===== src/design/port_pin_pkg.sv =====
package port_pin_pkg;

    // register map, word offsets on the plain register port
    localparam logic [3:0] OFS_LATCH = 4'h0;
    localparam logic [3:0] OFS_DIR = 4'h1;
    localparam logic [3:0] OFS_MODE = 4'h2;
    localparam logic [3:0] OFS_FUNC = 4'h3;
    localparam logic [3:0] OFS_READ = 4'h4;
    localparam logic [3:0] OFS_STATUS = 4'h5;

    // pin count and pin positions inside each 8-bit register
    localparam int NPINS = 8;
    localparam int PIN_TMR_Q = 0;
    localparam int PIN_CLKFAIL = 1;
    localparam int PIN_TMR_P = 2;
    localparam int PIN_RX = 3;
    localparam int PIN_TX = 4;

    // which pins carry a function-select bit
    localparam logic [7:0] HAS_FUNC = 8'h07;

    // reset values
    localparam logic [7:0] RST_LATCH = 8'h00;
    localparam logic [7:0] RST_DIR = 8'hff;
    localparam logic [7:0] RST_MODE = 8'h00;
    localparam logic [7:0] RST_FUNC = 8'h00;

    // status field positions
    localparam int STAT_CLKFAIL = 0;
    localparam int STAT_FLASH = 1;

    // per-pin control bits carried together
    typedef struct packed {
        logic latch;
        logic dir;
        logic mode;
        logic func;
    } pin_cfg_type;

endpackage : port_pin_pkg


===== src/design/port_pin_function_select.sv =====
// The strobed register port and the register offsets were decided locally.
`timescale 1ns/1ps
// Summary of operation
// - mode 0, direction 0: pin driven from latch, read returns latch, func ignored.
// - mode 0, direction 1: pin released as input, read returns sampled pin level.
// - mode 1, func 0: pin driven by peripheral output; read follows direction.
// - mode 1, func 1: pin released, level routed to peripheral input on pins 0 and 2; read follows direction.
// - pins without func bit: mode 1 alone selects the single alternate function, or drives low on pins 5 to 7 that have none.
// - clock-fail pin as port output or timer output forced low on oscillator stop.
// - forced low persists through register writes, released only by reset.
// - flash mode pin works without any port control configuration.
module port_pin_function_select (
    // clock and reset
    input wire logic clk,
    input wire logic arst_n,
    // register port
    input wire logic [3:0] addr,
    input wire logic [7:0] wdata,
    input wire logic wr,
    input wire logic rd,
    output logic [7:0] rdata,
    // port pins
    input wire logic [7:0] pin_in,
    output logic [7:0] pin_out,
    output logic [7:0] pin_oe,
    // peripherals
    input wire logic timer_q_high_out3,
    input wire logic timer_p_out0,
    input wire logic serial_tx_out,
    output logic timer_q_event_in,
    output logic timer_p_in0,
    output logic serial_rx_in,
    // clock monitor and flash mode
    input wire logic osc_stop,
    input wire logic data_port_pin5,
    output logic flash_prog_mode_input
);

    logic [7:0] latch_r;
    logic [7:0] pin_direction_bit;
    logic [7:0] alt_mode_enable_bit;
    logic [7:0] alt_function_select_bit;
    logic [7:0] sync1_r;
    logic [7:0] sync2_r;
    logic fsync1_r;
    logic fsync2_r;
    logic osc1_r;
    logic osc2_r;
    logic clock_fail_output;
    logic [7:0] rdata_r;
    logic [7:0] alt_out;
    logic [7:0] read_val;
    logic [7:0] status_val;
    logic [7:0] rd_mux;
    logic fail_arm;
    logic fail_set;

    ////////////////////////////////////////////////////////////////////////
    // register writes
    always_ff @(posedge clk or negedge arst_n) begin
        if (!arst_n) begin
            latch_r <= port_pin_pkg::RST_LATCH;
            pin_direction_bit <= port_pin_pkg::RST_DIR;
            alt_mode_enable_bit <= port_pin_pkg::RST_MODE;
            alt_function_select_bit <= port_pin_pkg::RST_FUNC;
        end else if (wr) begin
            if (addr == port_pin_pkg::OFS_LATCH) latch_r <= wdata;
            if (addr == port_pin_pkg::OFS_DIR) pin_direction_bit <= wdata;
            if (addr == port_pin_pkg::OFS_MODE) alt_mode_enable_bit <= wdata;
            if (addr == port_pin_pkg::OFS_FUNC) alt_function_select_bit <= wdata;
        end
    end

    ////////////////////////////////////////////////////////////////////////
    // two-stage synchronisers for pins and the oscillator-stop level
    always_ff @(posedge clk or negedge arst_n) begin
        if (!arst_n) begin
            sync1_r <= 8'h00;
            sync2_r <= 8'h00;
            fsync1_r <= 1'b0;
            fsync2_r <= 1'b0;
            osc1_r <= 1'b0;
            osc2_r <= 1'b0;
        end else begin
            sync1_r <= pin_in;
            sync2_r <= sync1_r;
            fsync1_r <= data_port_pin5;
            fsync2_r <= fsync1_r;
            osc1_r <= osc_stop;
            osc2_r <= osc1_r;
        end
    end

    ////////////////////////////////////////////////////////////////////////
    // sticky clock-fail override, cleared by reset alone
    assign fail_arm = !alt_mode_enable_bit[port_pin_pkg::PIN_CLKFAIL]
        ? !pin_direction_bit[port_pin_pkg::PIN_CLKFAIL]
        : !alt_function_select_bit[port_pin_pkg::PIN_CLKFAIL];
    assign fail_set = osc2_r && fail_arm;

    always_ff @(posedge clk or negedge arst_n) begin
        if (!arst_n) begin
            clock_fail_output <= 1'b0;
        end else if (fail_set) begin
            clock_fail_output <= 1'b1;
        end
    end

    ////////////////////////////////////////////////////////////////////////
    // alternate output sources per pin
    assign alt_out = {3'h0, serial_tx_out, 1'b0, timer_p_out0, timer_q_high_out3,
        timer_q_high_out3};

    // per-pin output and enable selection
    genvar g;
    generate
        for (g = 0; g < port_pin_pkg::NPINS; g++) begin : g_pin
            port_pin_pkg::pin_cfg_type cfg;
            wire alt_in_sel;
            wire drive_alt;
            wire drive_latch;
            assign cfg = '{latch: latch_r[g], dir: pin_direction_bit[g],
                mode: alt_mode_enable_bit[g], func: alt_function_select_bit[g]};
            // pins without a func bit use mode alone
            assign alt_in_sel = port_pin_pkg::HAS_FUNC[g] ? cfg.func
                : (g == port_pin_pkg::PIN_RX);
            assign drive_alt = cfg.mode && !alt_in_sel;
            assign drive_latch = !cfg.mode && !cfg.dir;
            assign pin_oe[g] = drive_alt || drive_latch
                || (g == port_pin_pkg::PIN_CLKFAIL && clock_fail_output);
            assign pin_out[g] = (g == port_pin_pkg::PIN_CLKFAIL && clock_fail_output)
                ? 1'b0 : (drive_alt ? alt_out[g] : (drive_latch & cfg.latch));
            // port read: latch or synced pin by direction only
            assign read_val[g] = cfg.dir ? sync2_r[g] : cfg.latch;
        end
    endgenerate

    ////////////////////////////////////////////////////////////////////////
    // timer inputs routed when mode and func select them, serial receive by mode alone
    assign timer_q_event_in = alt_mode_enable_bit[port_pin_pkg::PIN_TMR_Q]
        & alt_function_select_bit[port_pin_pkg::PIN_TMR_Q]
        & sync2_r[port_pin_pkg::PIN_TMR_Q];
    assign timer_p_in0 = alt_mode_enable_bit[port_pin_pkg::PIN_TMR_P]
        & alt_function_select_bit[port_pin_pkg::PIN_TMR_P]
        & sync2_r[port_pin_pkg::PIN_TMR_P];
    assign serial_rx_in = alt_mode_enable_bit[port_pin_pkg::PIN_RX]
        ? sync2_r[port_pin_pkg::PIN_RX] : 1'b1;

    // flash mode input needs no port setup
    assign flash_prog_mode_input = fsync2_r;

    ////////////////////////////////////////////////////////////////////////
    // read decode
    assign status_val = {6'h00, fsync2_r, clock_fail_output};
    assign rd_mux = (addr == port_pin_pkg::OFS_LATCH) ? latch_r
        : (addr == port_pin_pkg::OFS_DIR) ? pin_direction_bit
        : (addr == port_pin_pkg::OFS_MODE) ? alt_mode_enable_bit
        : (addr == port_pin_pkg::OFS_FUNC) ? (alt_function_select_bit & port_pin_pkg::HAS_FUNC)
        : (addr == port_pin_pkg::OFS_READ) ? read_val
        : (addr == port_pin_pkg::OFS_STATUS) ? status_val
        : 8'h00;

    // read data one cycle after the strobe, zero otherwise
    always_ff @(posedge clk or negedge arst_n) begin
        if (!arst_n) begin
            rdata_r <= 8'h00;
        end else begin
            rdata_r <= rd ? rd_mux : 8'h00;
        end
    end
    assign rdata = rdata_r;
endmodule : port_pin_function_select


===== config.mk =====
export PLATFORM = sky130hd
export DESIGN_NAME = port_pin_function_select
export DESIGN_NICKNAME = d
export VERILOG_FILES = /design/src/design/port_pin_pkg.sv /design/src/design/port_pin_function_select.sv
export SDC_FILE = /design/constraint.sdc
export NUM_CORES = 1
export LEC_CHECK = 0
export CAP_MARGIN = 20
export CORE_UTILIZATION = 30
export CTS_CLUSTER_DIAMETER = 200
export CTS_CLUSTER_SIZE = 8
export DETAILED_ROUTE_END_ITERATION = 6
export DONT_BUFFER_PORTS = 1
export GPL_TIMING_DRIVEN = 0
export HOLD_SLACK_MARGIN = 0.02
export MAX_ROUTING_LAYER = met4
export PLACE_DENSITY_LB_ADDON = 0.05
export SLEW_MARGIN = 10
export SYNTH_ARGS = -nofsm -noshare
export SYNTH_HDL_FRONTEND = slang
export SYNTH_SLANG_ARGS = --single-unit

===== constraint.sdc =====
create_clock -name clk -period 1.08 [get_ports clk]
set_input_delay 0.162 -clock clk [delete_from_list [all_inputs] [get_ports clk]]
set_output_delay 0.162 -clock clk [all_outputs]
set_load 0.01 [all_outputs]

==> results of run 1 <==
final cells by class:
| class | instances | area share (%) |
|---|---|---|
| Multi-Input combinational cell | 134 | 36.77 |
| Clock buffer | 8 | 3.020 |
| Tap cell | 102 | 3.850 |
| Timing Repair Buffer | 39 | 11.48 |
| Sequential cell | 56 | 42.70 |
| Inverter | 6 | 0.6795 |
| Buffer | 6 | 1.510 |
state kept, by name (all words and copies together), names as in the netlist:
signal,cells
clock_fail_output,1
sync1_r,8
alt_mode_enable_bit,8
rdata,8
fsync1_r,1
osc1_r,1
pin_direction_bit,8
sync2_r,8
latch_r,8
osc2_r,1
alt_function_select_bit,3
flash_prog_mode_input,1
through the flow:
stage,cells,util (%)
6_report,351,42.67
5_1_grt,351,42.67
4_1_cts,342,40.00
3_5_place_dp,304,33.09
3_3_place_gp,304,33.09
2_1_floorplan,202,-
repair_timing:
item	in CTS	in global routing
resized for setup	41	32
buffers inserted	10	9
cloned	0	0
endpoints found under the hold margin	100	56
pin swaps	12	12
setup endpoints to repair	25	39
power by group:
part / internal [mW] / switching [mW] / leakage [nW]
Combinational: 0.898 / 0.615 / 0.661
Clock: 0.588 / 0.668 / 0.0515
Sequential: 2.44 / 0.345 / 0.665
Total: 3.93 / 1.63 / 1.38
worst paths after layout:
kind | startpoint | slack [ns] | to
min in group clk | addr[2] | 0.03 | rdata[1]$_DFF_PN0_
hold / removal | arst_n | -0.46 | sync1_r[3]$_DFF_PN0_
setup / recovery | pin_direction_bit[1]$_DFFE_PN1P_ | -0.36 | pin_out[1]
hold reg to reg | sync1_r[4]$_DFF_PN0_ | 0.35 | sync2_r[4]$_DFF_PN0_
setup reg to reg | pin_direction_bit[6]$_DFFE_PN1P_ | -0.10 | rdata[6]$_DFF_PN0_
max in group asynchronous | arst_n | 1.35 | pin_direction_bit[7]$_DFFE_PN1P_
cells by family (layout without fill, tap and decap cells):
kind of cell,after synthesis,in the layout,share of synthesized area (%)
and+or+nand+nor,58,58,13.48
DFF,56,56,58.05
AOI/OAI and AO/OA,43,43,10.81
muxes,33,33,14.98
buffers and inverters,12,59,2.676
routing by layer:
metal	vias up	GRT usage, %	share of wire [%]
li1	800	-	-
met1	880	20.15	46
met2	39	24.69	49
met3	6	3.400	4.8
met4	0	4.688	0.69
met5	-	-	0
cell usage after synthesis:
library cell / n
sky130_fd_sc_hd__a22oi_1: 1
sky130_fd_sc_hd__buf_4: 1
sky130_fd_sc_hd__nand2_1: 11
sky130_fd_sc_hd__a21oi_1: 15
sky130_fd_sc_hd__o21ai_0: 12
sky130_fd_sc_hd__nor2_1: 13
sky130_fd_sc_hd__and2_1: 1
sky130_fd_sc_hd__o311ai_0: 1
sky130_fd_sc_hd__nor2_2: 1
sky130_fd_sc_hd__o21ai_1: 1
sky130_fd_sc_hd__o22a_1: 1
sky130_fd_sc_hd__dfstp_2: 8
sky130_fd_sc_hd__mux2_2: 27
sky130_fd_sc_hd__nand2b_1: 10
sky130_fd_sc_hd__a21o_1: 1
sky130_fd_sc_hd__or4b_4: 1
sky130_fd_sc_hd__mux2i_1: 6
sky130_fd_sc_hd__inv_1: 6
sky130_fd_sc_hd__o2bb2ai_1: 1
sky130_fd_sc_hd__o2bb2ai_2: 1
sky130_fd_sc_hd__buf_6: 2
sky130_fd_sc_hd__nand3b_1: 3
sky130_fd_sc_hd__or2_2: 2
sky130_fd_sc_hd__and4_1: 1
sky130_fd_sc_hd__o22ai_1: 4
sky130_fd_sc_hd__or3_1: 1
sky130_fd_sc_hd__dfrtp_1: 48
sky130_fd_sc_hd__buf_2: 1
sky130_fd_sc_hd__clkbuf_1: 2
sky130_fd_sc_hd__o211ai_1: 2
sky130_fd_sc_hd__a211o_1: 3
sky130_fd_sc_hd__nand3_2: 3
sky130_fd_sc_hd__nor2b_1: 9
sky130_fd_sc_hd__and3_1: 2
==> metrics, run 1 <==
Yosys top cell area share 49.41%; core box area 7767 um2; detailed-placement wirelength estimate 3.873 mm; Least-Margin Pin Slew 0.6560 ns; CP Data Arrival Time 1.28 ns; CP max stage delay 0.40 ns; worst vdd ir 662.7 uV; CTS tree built; WL/cell 17.64 um; Fmax achieved 693.5 MHz; fin area 3314 um2; vias in the first global route 1771; I/O pin total 57; Total Negative Setup Slacks -3.162 ns; cells along the critical path or3_1, a21oi_2; areal power density over the cells 1677 nW/um2; port bufs 0; Slowest-stage cell, CP sky130_fd_sc_hd__dfstp_2; root buffer selected by CTS sky130_fd_sc_hd__clkbuf_8; final worst-path setup slack -0.3620 ns; total DRC errors in the routed layout 0; overflow left after global routing 0; Final nets 277; outcome complete, but fails checks; final weighted congestion in routability-driven placement 0.7525; number of design-rule violations left by the first detailed-router iteration 67; number of different library cells in the post-synthesis netlist 34; violated checks hold timing, setup timing; leakage power total 1.377 nW; filler instances 775; Std-Cell Rows 32; Mapped Cells 202; placement-stage cell area 2570 um2; Post-Synthesis Net Count 231; # setup viols final 24; maximum net fanout on the critical path 6; number of hold-slack violations in the final timing report 56; most common cell after layout, fill and taps aside sky130_fd_sc_hd__dfrtp_1; time the final worst path needs with I/O delays and setup 1.442 ns; number of cells on the critical path 2; total power draw 5.557 mW; clock transition at the registers of the reported paths 0.10 ns; share of cells above drive strength 1 46.99%; number of cell instances on the worst register-to-register path 6; Hold WC Path Type in2async; area taken by flip-flops and latches 1415 um2; largest cells by area after synthesis sky130_fd_sc_hd__dfrtp_1 49%, sky130_fd_sc_hd__mux2_2 13%, sky130_fd_sc_hd__dfstp_2 8.6%; sequential-to-total area share from yosys stat 58.05%; setup repair after global routing missed its margin true; netlist area before placement 2431 um2; Vias/cell 4.915; effective utilization at floorplan 31.30%; synthesized area per cell 12.04 um2; classification of the worst setup path reg2out; cell family with most CP delay flip-flops; worst slack after detailed placement -0.5437 ns; number of buffers and inverters on the critical path 0; CTS H-Tree Depth 2; normalized max-slew margin 56.27%; overall via count from detail_route 1725; number of clock sinks 56; Skew-Pair Late Insertion Delay 0.30 ns; most frequent cells in the layout 45 x sky130_fd_sc_hd__dfrtp_1, 27 x sky130_fd_sc_hd__mux2_2, 20 x sky130_fd_sc_hd__dlygate4sd3_1; number of buffers between clock root and the deepest sink 2; part of the cycle the worst path needs 133.5%; wire length of the first global-routing pass 9.756 mm; number of diodes added for antenna fixing 0; Yosys warning total 0; Layout Skew 0.01104 ns; count of state elements after synthesis 56; die area 8468 um2; maximum number of pins on one net before global-route repair 57; startpoint type of the worst setup path register; worst hold slack -0.4649 ns; clock buffer count from CTS 5; Worst setup EP type output pin; vertical die dimension 92.02 um; DR pass1 iterations 4; x dimension of the die 92.02 um; total routing usage reported by global routing 15.63%; initial antenna violation count 0; DRT Wirelength 6.192 mm; Area Overhead vs Synth 36.34%; max-cap violation count 0; multi-input logic area 1219 um2; top cell type by total area after synthesis sky130_fd_sc_hd__dfrtp_1; remaining number of nets flagged by the antenna check after routing 0; cts hold-fix bufs 20; Final Max Tran Viols 0; required time of the critical path 0.92 ns
Power figures use the tool's default switching activity.
==> inputs of run 2 (changes only) <==
CORE_UTILIZATION = 45   (was 30)
REMOVE_ABC_BUFFERS = 1   (was default)
==> run 2 against run 1 <==
Compared with the run above:
- the flow still finishes with violations (hold timing, setup timing)
- utilization up 20 points
- register-to-register slack worse by 0.06 ns
- fmax up 0.70%
- sequential cell count unchanged
- combinational power down 3%
- routed wire length down 11%
- first-iteration DRC count down 4.5%
- sequential power about the same
==> metrics, run 2 (synthesis results as in run 1) <==
CTS H-Tree Depth 2; effective utilization at floorplan 47.30%; Skew-Pair Late Insertion Delay 0.31 ns; worst hold slack -0.4651 ns; worst slack after detailed placement -0.4398 ns; filler instances 436; maximum net fanout on the critical path 4; vias in the first global route 1641; clock buffer count from CTS 5; normalized max-slew margin 74.86%; number of cell instances on the worst register-to-register path 5; core box area 5140 um2; max-cap violation count 0; overall via count from detail_route 1715; overflow left after global routing 0; setup repair after global routing missed its margin true; areal power density over the cells 1689 nW/um2; remaining number of nets flagged by the antenna check after routing 0; number of design-rule violations left by the first detailed-router iteration 64; port bufs 0; violated checks hold timing, setup timing; required time of the critical path 0.92 ns; initial antenna violation count 0; vertical die dimension 75.50 um; cells along the critical path or3_1, a21oi_2; total DRC errors in the routed layout 0; outcome complete, but fails checks; Critical R2R Capture rdata[2]$_DFF_PN0_; Vias/cell 5.444; final worst-path setup slack -0.3519 ns; number of cells on the critical path 2; capturing element of the worst setup path pin_out[1]; cts hold-fix bufs 20; DRT Wirelength 5.506 mm; Final Max Tran Viols 0; DR pass1 iterations 4; Final nets 273; maximum number of pins on one net before global-route repair 57; Area Overhead vs Synth 32.63%; Std-Cell Rows 26; Worst R2R Setup Slack -0.16 ns; number of clock sinks 56; startpoint of the most critical register-to-register path pin_direction_bit[2]$_DFFE_PN1P_; root buffer selected by CTS sky130_fd_sc_hd__clkbuf_8; leakage power total 1.338 nW; wire length of the first global-routing pass 8.480 mm; number of buffers and inverters on the critical path 0; CP max stage delay 0.40 ns; number of buffers between clock root and the deepest sink 2; Layout Skew 0.004276 ns; CTS tree built; cell family with most CP delay flip-flops; Least-Margin Pin Slew 0.3762 ns; total routing usage reported by global routing 21.49%; CP Data Arrival Time 1.27 ns; part of the cycle the worst path needs 132.6%; number of diodes added for antenna fixing 0; final weighted congestion in routability-driven placement 0.7489; most common cell after layout, fill and taps aside sky130_fd_sc_hd__dfrtp_1; share of cells above drive strength 1 47.35%; # setup viols final 27; most frequent cells in the layout 43 x sky130_fd_sc_hd__dfrtp_1, 27 x sky130_fd_sc_hd__mux2_2, 20 x sky130_fd_sc_hd__dlygate4sd3_1; Fmax achieved 698.4 MHz; Hold WC Path Type in2async; x dimension of the die 75.50 um; time the final worst path needs with I/O delays and setup 1.432 ns; Setup crit start pin_direction_bit[1]$_DFFE_PN1P_; clock transition at the registers of the reported paths 0.10 ns; startpoint type of the worst setup path register; I/O pin total 57; WL/cell 17.48 um; Slowest-stage cell, CP sky130_fd_sc_hd__dfstp_2; classification of the worst setup path reg2out; die area 5700 um2; number of hold-slack violations in the final timing report 56; worst vdd ir 768.8 uV; Worst setup EP type output pin; detailed-placement wirelength estimate 3.271 mm
==> run 2: cell count changes in the layout (fill, tap and decap cells not counted), sizes merged <==
cell,previous run,this run
clkinvlp,0,1
clkbuf,10,7
buf,23,21
==> run 2: worst min-delay path by stage <==
stage,slack (ns),cells after the start,to,start
floorplan,-0.13,0,alt_function_select_bit[0]$_DFFE_PN0P_,arst_n
global placement,-0.13,0,alt_mode_enable_bit[6]$_DFFE_PN0P_,arst_n
detailed placement,-0.13,0,rdata[6]$_DFF_PN0_,arst_n
CTS,-0.47,0,rdata[6]$_DFF_PN0_,arst_n
global route,-0.49,0,rdata[6]$_DFF_PN0_,arst_n
finish,-0.47,0,rdata[6]$_DFF_PN0_,arst_n
==> run 2: repair_timing <==
action | 4_1_cts | 5_1_grt
resized for setup | 50 | 24
pin swaps | 20 | 19
endpoints found under the setup margin | 49 | 27
buffers inserted | 15 | 7
hold endpoints to repair | 101 | 56
==> run 2: worst reg2reg max path: stages, from the launching register on <==
cell and delay [ns]:
sky130_fd_sc_hd__dfstp_2 0.61, sky130_fd_sc_hd__buf_6 0.11, sky130_fd_sc_hd__mux2i_1 0.20, sky130_fd_sc_hd__o2bb2ai_2 0.06
sky130_fd_sc_hd__o21ai_1 0.07, sky130_fd_sc_hd__a21oi_1 0.08
==> run 2: cell type report <==
class | instances | area (um2) | share of cell area (%)
well taps | 70 | 87.58 | 2.716
inverters | 6 | 22.52 | 0.6985
multi-input cells | 134 | 1196 | 37.10
clock buffers | 7 | 86.33 | 2.678
repair buffers | 41 | 406.6 | 12.61
flip-flops and latches | 56 | 1418 | 43.97
clock inverters | 1 | 7.507 | 0.2328
==> run 2: per-stage QoR <==
| step | setup TNS, ns | utilization [%] | std cells | power, mW | area [um2] |
|---|---|---|---|---|---|
| floorplan | -0.9702 | - | 196 | 3.302 | 2389 |
| global route | -4.591 | 62.73 | 315 | 5.733 | 3224 |
| CTS | -3.110 | 60.08 | 309 | 5.257 | 3088 |
| detailed placement | -12.63 | 48.17 | 266 | 3.470 | 2476 |
| global placement | -12.37 | 48.17 | 266 | 3.430 | 2476 |
| finish | -3.376 | 62.73 | 315 | 5.447 | 3224 |
==> run 2: metal layers <==
layer | vias up | share of wire, % | GRT usage, %
met5 | - | 0 | -
met4 | 0 | 1.9 | 6.379
met3 | 11 | 5.3 | 5.026
met2 | 55 | 51 | 34.23
met1 | 851 | 42 | 27.44
li1 | 798 | - | -
==> run 2: report_power, final <==
| group | leakage (nW) | switching [mW] | internal [mW] | total (mW) |
|---|---|---|---|---|
| clock network | 0.0445 | 0.651 | 0.522 | 1.17 |
| registers | 0.662 | 0.365 | 2.45 | 2.81 |
| logic | 0.631 | 0.564 | 0.897 | 1.46 |
